===== src/verilog/mst_defines.svh =====
// Constants of the micro-step translator: register map, field positions,
// reset values and timing. Assumes a 100 MHz core clock.
`ifndef MST_DEFINES_SVH
`define MST_DEFINES_SVH

// Register byte offsets on the Wishbone slave.
`define MST_OFS_CTRL       8'h00
`define MST_OFS_CURRENT    8'h04
`define MST_OFS_POSITION   8'h08
`define MST_OFS_COIL       8'h0C

// Field positions.
`define MST_CTRL_MODE_LSB  0
`define MST_CTRL_MODE_MSB  2
`define MST_CTRL_DIR_BIT   3
`define MST_CTRL_POL_BIT   4
`define MST_CUR_MSB        4
`define MST_POS_MSB        6
`define MST_POS_MODE_LSB   8
`define MST_POS_MODE_MSB   10

// Reset values.
`define MST_RST_MODE       3'h0
`define MST_RST_CURRENT    5'h00
`define MST_RST_POSITION   7'h00

// Timing: clock period and the PWM period, both in ns.
`define MST_CLK_PERIOD_NS  10
`define MST_PWM_PERIOD_NS  50000

`endif


===== src/verilog/mst_pkg.sv =====
// Types of the micro-step translator.
// Assumes the constants of mst_defines.svh for the widths they share.
package mst_pkg;

    // Step resolutions; the last three all move a full step.
    typedef enum logic [2:0] {
        MST_STEP_32   = 3'h0,
        MST_STEP_16   = 3'h1,
        MST_STEP_8    = 3'h2,
        MST_STEP_4    = 3'h3,
        MST_STEP_2    = 3'h4,
        MST_STEP_F0   = 3'h5,
        MST_STEP_F1   = 3'h6,
        MST_STEP_F2   = 3'h7
    } mst_mode_t;

    // Software control fields.
    typedef struct packed {
        logic      step_edge_polarity;
        logic      direction_control_bit;
        mst_mode_t step_mode;
    } mst_ctrl_t;

    // Scaled coil current targets, signed.
    typedef struct packed {
        logic signed [15:0] coil_y;
        logic signed [15:0] coil_x;
    } mst_coil_t;

endpackage


===== src/verilog/mst_translator.sv =====
// Micro-step current translator with a classic Wishbone register slave.
// Assumes step and direction arrive asynchronously from a controller pin;
// the bus master is on core_clk.
`timescale 1ns/100ps
`include "mst_defines.svh"

module mst_translator #(
    parameter int PWM_CYCLES = `MST_PWM_PERIOD_NS / `MST_CLK_PERIOD_NS
) (
    // Clock and reset.
    input  wire logic              core_clk,
    input  wire logic              rstn,
    // Controller pins.
    input  wire logic              step_pulse_input,
    input  wire logic              dir_pin,
    // Wishbone slave.
    input  wire logic              wb_cyc,
    input  wire logic              wb_stb,
    input  wire logic              wb_we,
    input  wire logic [7:0]        wb_adr,
    input  wire logic [3:0]        wb_sel,
    input  wire logic [31:0]       wb_dat_w,
    output logic      [31:0]       wb_dat_r,
    output logic                   wb_ack,
    // Translator outputs.
    output logic      [6:0]        translator_position,
    output mst_pkg::mst_coil_t     coil_target,
    output logic                   pwm_period_tick
);

    // Register state.
    mst_pkg::mst_ctrl_t  ctrl;
    logic [4:0]          peak_current_setting;
    mst_pkg::mst_mode_t  active_mode;
    logic [6:0]          next_position;
    // Pin synchronisers and edge detection.
    logic [1:0]          step_sync;
    logic [1:0]          dir_sync;
    logic                step_last;
    logic                step_fire;
    logic                step_up;
    // PWM period divider.
    logic [31:0]         pwm_count;
    // Bus decode.
    logic                bus_req;
    logic                bus_wr;

    // Step size in 1/32 units for a resolution.
    function automatic logic [6:0] step_size(input mst_pkg::mst_mode_t m);
        case (m)
            mst_pkg::MST_STEP_32: step_size = 7'h01;
            mst_pkg::MST_STEP_16: step_size = 7'h02;
            mst_pkg::MST_STEP_8:  step_size = 7'h04;
            mst_pkg::MST_STEP_4:  step_size = 7'h08;
            mst_pkg::MST_STEP_2:  step_size = 7'h10;
            default:              step_size = 7'h20;
        endcase
    endfunction

    // Quarter-wave magnitude in tenths of a percent, 0 at 0 and 1000 at 32.
    function automatic logic [9:0] quarter_mag(input logic [5:0] k);
        case (k)
            6'h00: quarter_mag = 10'h000;
            6'h01: quarter_mag = 10'h023;
            6'h02: quarter_mag = 10'h051;
            6'h03: quarter_mag = 10'h07F;
            6'h04: quarter_mag = 10'h0AE;
            6'h05: quarter_mag = 10'h0DD;
            6'h06: quarter_mag = 10'h10B;
            6'h07: quarter_mag = 10'h13A;
            6'h08: quarter_mag = 10'h15D;
            6'h09: quarter_mag = 10'h17F;
            6'h0A: quarter_mag = 10'h1AE;
            6'h0B: quarter_mag = 10'h1D1;
            6'h0C: quarter_mag = 10'h1F4;
            6'h0D: quarter_mag = 10'h222;
            6'h0E: quarter_mag = 10'h245;
            6'h0F: quarter_mag = 10'h268;
            6'h10: quarter_mag = 10'h28B;
            6'h11: quarter_mag = 10'h2AE;
            6'h12: quarter_mag = 10'h2D1;
            6'h13: quarter_mag = 10'h2F3;
            6'h14: quarter_mag = 10'h316;
            6'h15: quarter_mag = 10'h33A;
            6'h16: quarter_mag = 10'h351;
            6'h17: quarter_mag = 10'h368;
            6'h18: quarter_mag = 10'h37F;
            6'h19: quarter_mag = 10'h396;
            6'h1A: quarter_mag = 10'h3A2;
            6'h1B: quarter_mag = 10'h3AD;
            6'h1C: quarter_mag = 10'h3B9;
            6'h1D: quarter_mag = 10'h3C5;
            6'h1E: quarter_mag = 10'h3D1;
            6'h1F: quarter_mag = 10'h3DC;
            default: quarter_mag = 10'h3E8;
        endcase
    endfunction

    // Signed coil percentage (tenths) at a position: sine, zero at 0,
    // +100 % at 32, zero at 64, -100 % at 96.
    function automatic logic signed [10:0] sine_tenths(input logic [6:0] p);
        logic [5:0] k;
        logic [9:0] m;
        k = p[5] ? 6'(7'h40 - {1'b0, p[5:0]}) : p[5:0];
        m = quarter_mag(k);
        sine_tenths = p[6] ? -$signed({1'b0, m}) : $signed({1'b0, m});
    endfunction

    // Two flip-flops on each asynchronous pin before any logic reads it.
    always_ff @(posedge core_clk or negedge rstn) begin
        if (!rstn) begin
            step_sync <= 2'h0;
            dir_sync  <= 2'h0;
        end else begin
            step_sync <= {step_sync[0], step_pulse_input};
            dir_sync  <= {dir_sync[0], dir_pin};
        end
    end

    // Edge history, taken from the second synchroniser stage only.
    always_ff @(posedge core_clk or negedge rstn) begin
        if (!rstn) begin
            step_last <= 1'b0;
        end else begin
            step_last <= step_sync[1];
        end
    end

    // steps even with drivers disabled; no enable gates this.
    assign step_fire = ctrl.step_edge_polarity ? (step_last && !step_sync[1])
                                               : (!step_last && step_sync[1]);

    assign step_up = dir_sync[1] ^ ctrl.direction_control_bit;

    // Next position on a step, using the newly programmed resolution.
    always_comb begin
        logic [6:0] sz;
        logic [6:0] base;
        sz   = step_size(ctrl.step_mode);
        base = translator_position;
        // snap to nearest finer grid point.
        if (sz < step_size(active_mode)) begin
            base = (translator_position + (sz >> 1)) & ~(sz - 7'h01);
        end
        next_position = step_up ? base + sz : base - sz;
    end

    // position updated on the step edge.
    always_ff @(posedge core_clk or negedge rstn) begin
        if (!rstn) begin
            translator_position <= `MST_RST_POSITION;
            active_mode         <= mst_pkg::mst_mode_t'(`MST_RST_MODE);
        end else if (step_fire) begin
            translator_position <= next_position;
            active_mode         <= ctrl.step_mode;
        end
    end

    // PWM period divider; the tick starts each new period.
    always_ff @(posedge core_clk or negedge rstn) begin
        if (!rstn) begin
            pwm_count       <= 32'h0;
            pwm_period_tick <= 1'b0;
        end else if (pwm_count >= 32'(PWM_CYCLES - 1)) begin
            pwm_count       <= 32'h0;
            pwm_period_tick <= 1'b1;
        end else begin
            pwm_count       <= pwm_count + 32'h1;
            pwm_period_tick <= 1'b0;
        end
    end

    // sine for X, cosine for Y.
    // Position and current are sampled together, so a target never mixes
    // an old amplitude with a new one inside one PWM period.
    // Both factors are widened to 16 bits first, so the product of up to
    // 1000 tenths and a setting of 31 (31000) cannot overflow the 16-bit signed result.
    always_ff @(posedge core_clk or negedge rstn) begin
        if (!rstn) begin
            coil_target <= '0;
        end else if (pwm_period_tick) begin
            coil_target.coil_x <= 16'(sine_tenths(translator_position))
                                  * 16'($signed({1'b0, peak_current_setting}));
            coil_target.coil_y <= 16'(sine_tenths(7'(translator_position + 7'h20)))
                                  * 16'($signed({1'b0, peak_current_setting}));
        end
    end

    // Bus decode: writes land on the edge where ack is sampled high.
    assign bus_req = wb_cyc && wb_stb;
    assign bus_wr  = bus_req && wb_we && wb_ack && wb_sel[0];

    // Ack one cycle after the request, dropped the cycle after.
    always_ff @(posedge core_clk or negedge rstn) begin
        if (!rstn) begin
            wb_ack <= 1'b0;
        end else begin
            wb_ack <= bus_req && !wb_ack;
        end
    end

    // five-bit peak current.
    // Control and current registers; all fields sit in byte lane 0.
    always_ff @(posedge core_clk or negedge rstn) begin
        if (!rstn) begin
            ctrl.step_mode             <= mst_pkg::mst_mode_t'(`MST_RST_MODE);
            ctrl.direction_control_bit <= 1'b0;
            ctrl.step_edge_polarity    <= 1'b0;
            peak_current_setting       <= `MST_RST_CURRENT;
        end else if (bus_wr) begin
            if (wb_adr == `MST_OFS_CTRL) begin
                ctrl.step_mode <= mst_pkg::mst_mode_t'(
                    wb_dat_w[`MST_CTRL_MODE_MSB:`MST_CTRL_MODE_LSB]);
                ctrl.direction_control_bit <= wb_dat_w[`MST_CTRL_DIR_BIT];
                ctrl.step_edge_polarity    <= wb_dat_w[`MST_CTRL_POL_BIT];
            end
            if (wb_adr == `MST_OFS_CURRENT) begin
                peak_current_setting <= wb_dat_w[`MST_CUR_MSB:0];
            end
        end
    end

    // position read as 7 bits.
    // Read data is captured as ack rises; unmapped offsets read zero.
    always_ff @(posedge core_clk or negedge rstn) begin
        if (!rstn) begin
            wb_dat_r <= 32'h0;
        end else if (bus_req && !wb_ack) begin
            wb_dat_r <= 32'h0;
            case (wb_adr)
                `MST_OFS_CTRL: begin
                    wb_dat_r[`MST_CTRL_MODE_MSB:`MST_CTRL_MODE_LSB] <= ctrl.step_mode;
                    wb_dat_r[`MST_CTRL_DIR_BIT] <= ctrl.direction_control_bit;
                    wb_dat_r[`MST_CTRL_POL_BIT] <= ctrl.step_edge_polarity;
                end
                `MST_OFS_CURRENT: begin
                    wb_dat_r[`MST_CUR_MSB:0] <= peak_current_setting;
                end
                `MST_OFS_POSITION: begin
                    wb_dat_r[`MST_POS_MSB:0] <= translator_position;
                    wb_dat_r[`MST_POS_MODE_MSB:`MST_POS_MODE_LSB] <= active_mode;
                end
                `MST_OFS_COIL: begin
                    wb_dat_r <= coil_target;
                end
                default: begin
                    wb_dat_r <= 32'h0;
                end
            endcase
        end
    end

endmodule


===== config.mk =====
export PLATFORM = sky130hd
export DESIGN_NAME = mst_translator
export DESIGN_NICKNAME = d
export VERILOG_FILES = /design/src/verilog/mst_pkg.sv /design/src/verilog/mst_translator.sv
export VERILOG_INCLUDE_DIRS = /design/src /design/src/verilog
export SDC_FILE = /design/constraint.sdc
export NUM_CORES = 1
export LEC_CHECK = 0
export BUFFER_PORTS_ARGS = -buffer_cell sky130_fd_sc_hd__buf_2
export CAP_MARGIN = 20
export CORE_UTILIZATION = 29
export CTS_CLUSTER_SIZE = 40
export DETAILED_ROUTE_END_ITERATION = 7
export SLEW_MARGIN = 25
export SYNTH_ARGS = -nofsm -noshare
export SYNTH_HDL_FRONTEND = slang
export SYNTH_SLANG_ARGS = --single-unit

===== constraint.sdc =====
create_clock -name core_clk -period 8.9 [get_ports core_clk]
set_input_delay 1.78 -clock core_clk [delete_from_list [all_inputs] [get_ports core_clk]]
set_output_delay 1.78 -clock core_clk [all_outputs]
set_load 0.02 [all_outputs]

* After elaboration in Yosys (flattened, before gate mapping)
Memories as Yosys holds them, arrays and structs flattened.
Index checks and enable logic that the tools add are counted.
** Word-level totals
- Register bits after elaboration :: 123
- Latch bits :: 0
- Bits in writable memories :: 0
- ROM bits :: 640
- Input port bits :: 51
- Output and inout bits :: 73
- Word-level logic and storage cells :: 80
- Memories :: 2
** Cells by class
- $add $sub $neg :: 10
- Multiply operators :: 2
- Div/mod/pow operators :: 0
- Magnitude comparators :: 2
- Equality and inequality tests :: 11
- Shifts and indexed selects :: 0
- Multiplexer cells :: 20
- Bitwise logic cells :: 3
- Reductions and logical operators :: 15
** Memories
- (name not given) :: words 32, width 10, read ports 1, clocked after Yosys merged registers in 0, write ports 0, RTL line mst_translator.sv:62 : case (k)
- (name not given) :: words 32, width 10, read ports 1, clocked after Yosys merged registers in 0, write ports 0, RTL line mst_translator.sv:62
** Operator list (number)
- $pmux 6 s5 :: 2
- $mux 10 :: 4
- $add 32x1->32 const B :: 1
- $ge 32x13->1 const B :: 1
- $mul 11x6->16 :: 2
- $mux 32 :: 1
- $mux 11 :: 2
- $neg 10->11 :: 2
- $mux 21 :: 1
- $pmux 5 s4 :: 1
- $eq 8x4->1 const B :: 2
- $mux 7 :: 2
- $eq 3x2->1 const B :: 4
- $mux 6 :: 2
- $sub 1x6->6 const A :: 2
- $eq 8x3->1 const B :: 1
- $logic_not 8->1 :: 1
- $add 7x6->7 :: 1
- $add 7x6->7 const B :: 1
- $add 7x7->7 :: 1
- $and 7x7->7 :: 1
- $logic_and 1x1->1 :: 7
- $lt 7x7->1 :: 1
- $not 7->7 :: 1
- 11 further kinds :: 19

* Depth between registers and ports, before layout
An unclocked memory read counts as a cell.
- Word-level depth :: 9
- Depth in mapped cells :: 33
- Mapped depth without buffers :: 30

* Least setup slack after synthesis
OpenSTA, ideal clock, no wires.
- Path kind :: register to register
- Start :: register translator_position[0]
- End :: register coil_target[15] in the netlist's numbering
- Setup time :: 0.136 ns
- Arrival :: 7.668 ns
- Required time :: 8.764 ns
- Path slack :: 1.096 ns
- Cell stages (with the launch flop) :: 34
- Path buffers :: 3
- Period minus slack after synthesis :: 7.804 ns
- Path through :: dfrtp_1 > buf_6 > clkinv_1 > ha_1 > clkbuf_1 > nand2_1 > o21ai_1 > inv_1 > ha_1 > a2111oi_0 > a211oi_1 > or4_1 > nand2_1 > nand2_1 > ha_1 > clkbuf_1 > inv_1 > o31ai_1 > xnor2_1 > nor2_1 > fa_1 > inv_1 > fa_1 > fa_1 > inv_1 > ha_1 > a21o_1 > a21oi_1 > o21bai_1 > a31oi_1 > o21ai_0 > o41ai_1 > xnor2_1 > mux2i_1
** On the way
- Longest elaborated chain between the ends :: 8
** RTL lines
- start: declaration :: RTL line mst_translator.sv:26 : output logic [6:0] translator_position,
- start signal: assignment :: RTL line mst_translator.sv:151 : translator_position <= `MST_RST_POSITION;
- start signal: assignment :: RTL line mst_translator.sv:154 : translator_position <= next_position;
- $sub 1x6->6 :: RTL line mst_translator.sv:104 : k = p[5] ? 6'(7'h40 - {1'b0, p[5:0]}) : p[5:0];
- $mux 6 (*) :: RTL line mst_translator.sv:104
- $mem_v2 32x10
- $mux 10 (*) :: RTL line mst_translator.sv:62
- $mux 10 (*) :: RTL line mst_translator.sv:181 : end else if (pwm_period_tick) begin
- $neg 10->11 :: RTL line mst_translator.sv:106 : sine_tenths = p[6] ? -$signed({1'b0, m}) : $signed({1'b0, m});
- $mux 11 (*) :: RTL line mst_translator.sv:106
- $mul 11x6->16 (*) :: RTL line mst_translator.sv:183 : * 16'($signed({1'b0, peak_current_setting}));
- end: declaration :: RTL line mst_translator.sv:27 : output mst_pkg::mst_coil_t coil_target,
Every way passes the cells marked *; elsewhere a longest branch is shown, timed or not. The select of a mux whose other input is x is not followed.
A chain may end at the register's enable or synchronous reset.

* Worst setup path after layout
- Start :: register translator_position[5]
- End :: register coil_target[15] in the netlist's numbering
** On the way
- Longest elaborated chain between the ends :: 7
- Elaborated cells between the ends (all ways) :: 8
- Classes of those cells :: add/sub: 2; mul: 1; mux: 4; memory: 1
** RTL lines (RTL line)
- $mux 6 (*) :: mst_translator.sv:104
- $mem_v2 32x10 or $mux 6 (tied branches)
- $mux 10 (*) :: mst_translator.sv:62
- $mux 10 (*) :: mst_translator.sv:181
- $neg 10->11 :: mst_translator.sv:106
- $mux 11 (*) :: mst_translator.sv:106
- $mul 11x6->16 (*) :: mst_translator.sv:183
Marks and branches as above.

==> metrics <==
status finished, final reports clean; site row count 75; top layer in use met5; Clock transition at path regs 0.06 ns; post-CTS setup buffers 0; largest fanout on the critical path 26; hpwl dp 24.4 mm; mean routed wirelength per cell 15.8 µm; GP Congestion 0.860; HP Start step_sync[0]; Most used DFF post-synth dfrtp_1; Finish-stage setup viols 0; Worst EP required 9.18 ns; die height slightly above 200 µm; top-area cell type share of the netlist area 0.250; ratio of cells with drive above 1 in the final layout 0.158; worst slew pin tran 1.02 ns; worst hold-check path type flip-flop to flip-flop; Layout area overhead 13.1%; worst vdd ir 191 µV; M1 WL 15.4 mm; antenna fix cells 0; Remaining DRCs 0; vias post-DR 10.3k; yosys warns 0; Nets 1700; met2 routed WL 14.4 mm; clk buf depth 2; initial antenna violation count 2; FF-to-FF setup slack 0.90 ns; Port Buffers a little over 90; R2R Path End coil_target[15]; sw frac 0.503; sequential area share after synthesis 0.250; Slew Viols, Final 0; final wirelength 32.3 mm; logic gate share of total power 0.589; IO Pins 124; DR iter-0 viols slightly above 1k; largest cells by area after synthesis dfrtp_1 (25%), fa_1 (11%), ha_1 (9.5%), inv_1 (4.6%), nand2_1 (4.1%); Initial Utilization 0.294; WS Path Type flip-flop to flip-flop; P_leak 6.67 nW; Seq pwr share 0.200; Core ar. 41900 µm²; number of global-route vias before repair 10.2k; area of the multi-input gates 8380 µm²; GRT Overall Usage 0.152; dpl ws between 1 and 1.5 ns; synthesized cell area 12300 µm²; PD cells ~220 nW/µm²; met3 wire length 2.06 mm; worst relative slew slack 0.318; FF-to-FF Start translator_position[5]; Crit-path slowest cell dfrtp_1; FF+latch count, synth 123; root buf cell clkbuf_16; Slowest Stage Delay on Critical Path 0.90 ns; remaining antenna violation count after routing 0; Fmax achieved 125 MHz; Data arrival, critical path 8.28 ns; Register Area 3080 µm²; global-route wire length before repair 53.3 mm; setup ws final about 0.90 ns; Top cell by count, worst path inv_1; CTS hold repair buffers 0; final hold vios 0; CTS resizes 0; Die Wd 208 µm; grt ovf 0; Fillers 4352; H-Tree Depth 4; final worst clock skew 0.0105 ns; post-synth cell types 91; RSZ-0062 raised after global routing false; post-synthesis area per instance 8.71 µm²; minimum clock period 8.00 ns; total of max-cap violations 0; Final Cycle Share 0.899; Reg2Reg Depth 28; Hold Slack approximately 0.35 ns; CTS Buf Count 17; via/cell ratio 5.07; hold path endpoint step_sync[1]; largest area contributor in the netlist dfrtp_1; internal power component around 1.5 mW; EDFF count, synth 0; setup TNS 0 ns; clock share of power 0.211; CTS Sinks 123; Async S/R FF share, synth 1.00; P_sw roughly 1.6 mW; Crit. End Element flip-flop; CTS tree built; die area between 40000 and 50000 µm²; worst skew pair latency 0.43 ns; crit start category flip-flop; largest net degree at the start of global routing 67; hold path cells 0; Synth Instances 1412; First-pass DRT Iterations 6
==> cell usage in the layout (no fill, tap or decap), types with 45 or more instances in the layout <==
| master | count |
|---|---|
| nor2_1 | 119 |
| nand2_1 | 135 |
| dfrtp_1 | 122 |
| o21ai_0 | 50 |
| buf_2 | 92 |
| xnor2_1 | 45 |
| fa_1 | 68 |
| inv_1 | 149 |
| nand3_1 | 64 |
| ha_1 | 93 |
| a21oi_1 | 49 |
==> critical path: cells and delay by family (launching register included) <==
family / cells / cell delay (ns)
fa+ha+maj: 6 / 2.49
mux: 1 / 0.09
simple gates: 5 / 0.98
buf+inv: 4 / 0.49
flops: 1 / 0.90
xor+xnor: 2 / 0.63
compound gates: 10 / 2.28
==> area by class of cell <==
cell class | instances | share of cell area
multi-input cells | 1077 | 0.602
flip-flops and latches | 123 | 0.221
well taps | 539 | 0.0485
repair buffers | 116 | 0.0461
inverters | 153 | 0.0413
clock buffers | 18 | 0.0316
clock inverters | 14 | 0.00891
==> how the worst max path moves through the flow <==
| stage | start | endpoint | slack (ns) | cells after the start |
|---|---|---|---|---|
| 3_5_place_dp | translator_position[5] | coil_target[15] | 1.04 | 28 |
| 3_3_place_gp | translator_position[5] | coil_target[15] | 1.12 | 28 |
| 6_report | translator_position[5] | coil_target[15] | 0.90 | 28 |
| 5_1_grt | translator_position[5] | coil_target[15] | 0.42 | 28 |
| 2_1_floorplan | translator_position[0] | coil_target[15] | 1.10 | 33 |
| 4_1_cts | translator_position[5] | coil_target[15] | 0.99 | 28 |
==> cell families (layout without fill, tap and decap cells) <==
group,Yosys count,in the layout,share of synthesized area
and+or+nand+nor,499,499,0.201
muxes,71,71,0.0722
other,1,19,0.000305
adders and majority gates,161,161,0.205
buffers and inverters,230,301,0.0748
AOI/OAI and AO/OA,260,260,0.147
xor gates and xnor gates,67,67,0.0489
DFF,123,123,0.250
==> synthesized netlist by cell type (all sizes together), types with 5 or more instances <==
cell type	instances
xnor2	46
a211oi	10
nand3	64
nor4	15
a21oi	50
mux4	10
a221oi	7
buf	22
o211ai	15
nor3b	8
mux2	42
and2	43
xor2	21
nor3	42
nand2b	9
o21a	8
a21o	12
fa	68
nand2	135
o21ai	61
nor2	119
ha	93
dfrtp	123
or3	8
inv	150
and3	8
or2	8
a31oi	12
nand4	10
o311ai	11
mux2i	19
nor2b	13
nand3b	5
clkbuf	55
o31ai	7
==> stage by stage <==
stage / cells / cell area [µm²] / utilization / power (mW)
CTS: 2040 / 13900 / 0.332 / 3.11
detailed placement: 2008 / 13300 / 0.319 / 2.43
global placement: 2008 / 13300 / 0.319 / 2.40
floorplan: 1430 / 12400 / - / 2.01
global route: 2040 / 13900 / 0.332 / 3.34
finish: 2040 / 13900 / 0.332 / 3.12
==> registers in the layout, summed over array words and instances (netlist names) <==
signal	cells
dir_sync	2
wb_dat_r	32
active_mode	3
translator_position	7
ctrl	5
pwm_count	32
wb_ack	1
pwm_period_tick	1
peak_current_setting	5
step_last	1
step_sync	2
coil_target	32
==> routing by layer <==
metal  global-route usage  vias up
met3               0.0264       28
met4               0.0373        4
li1                     -     5018
met5                    0        -
met1                0.214     4972
met2                0.243      320
==> power by group through the flow <==
| stage | Combinational (mW) | Clock, mW | Sequential, mW |
|---|---|---|---|
| after floorplan | 1.38 | 0 | 0.628 |
| after global placement | 1.77 | 0 | 0.631 |
| after detailed placement | 1.80 | 0 | 0.631 |
| after CTS | 1.81 | 0.678 | 0.621 |
| after global routing | 2.02 | 0.698 | 0.626 |
| final | 1.84 | 0.659 | 0.622 |
Power figures use the tool's default switching activity.
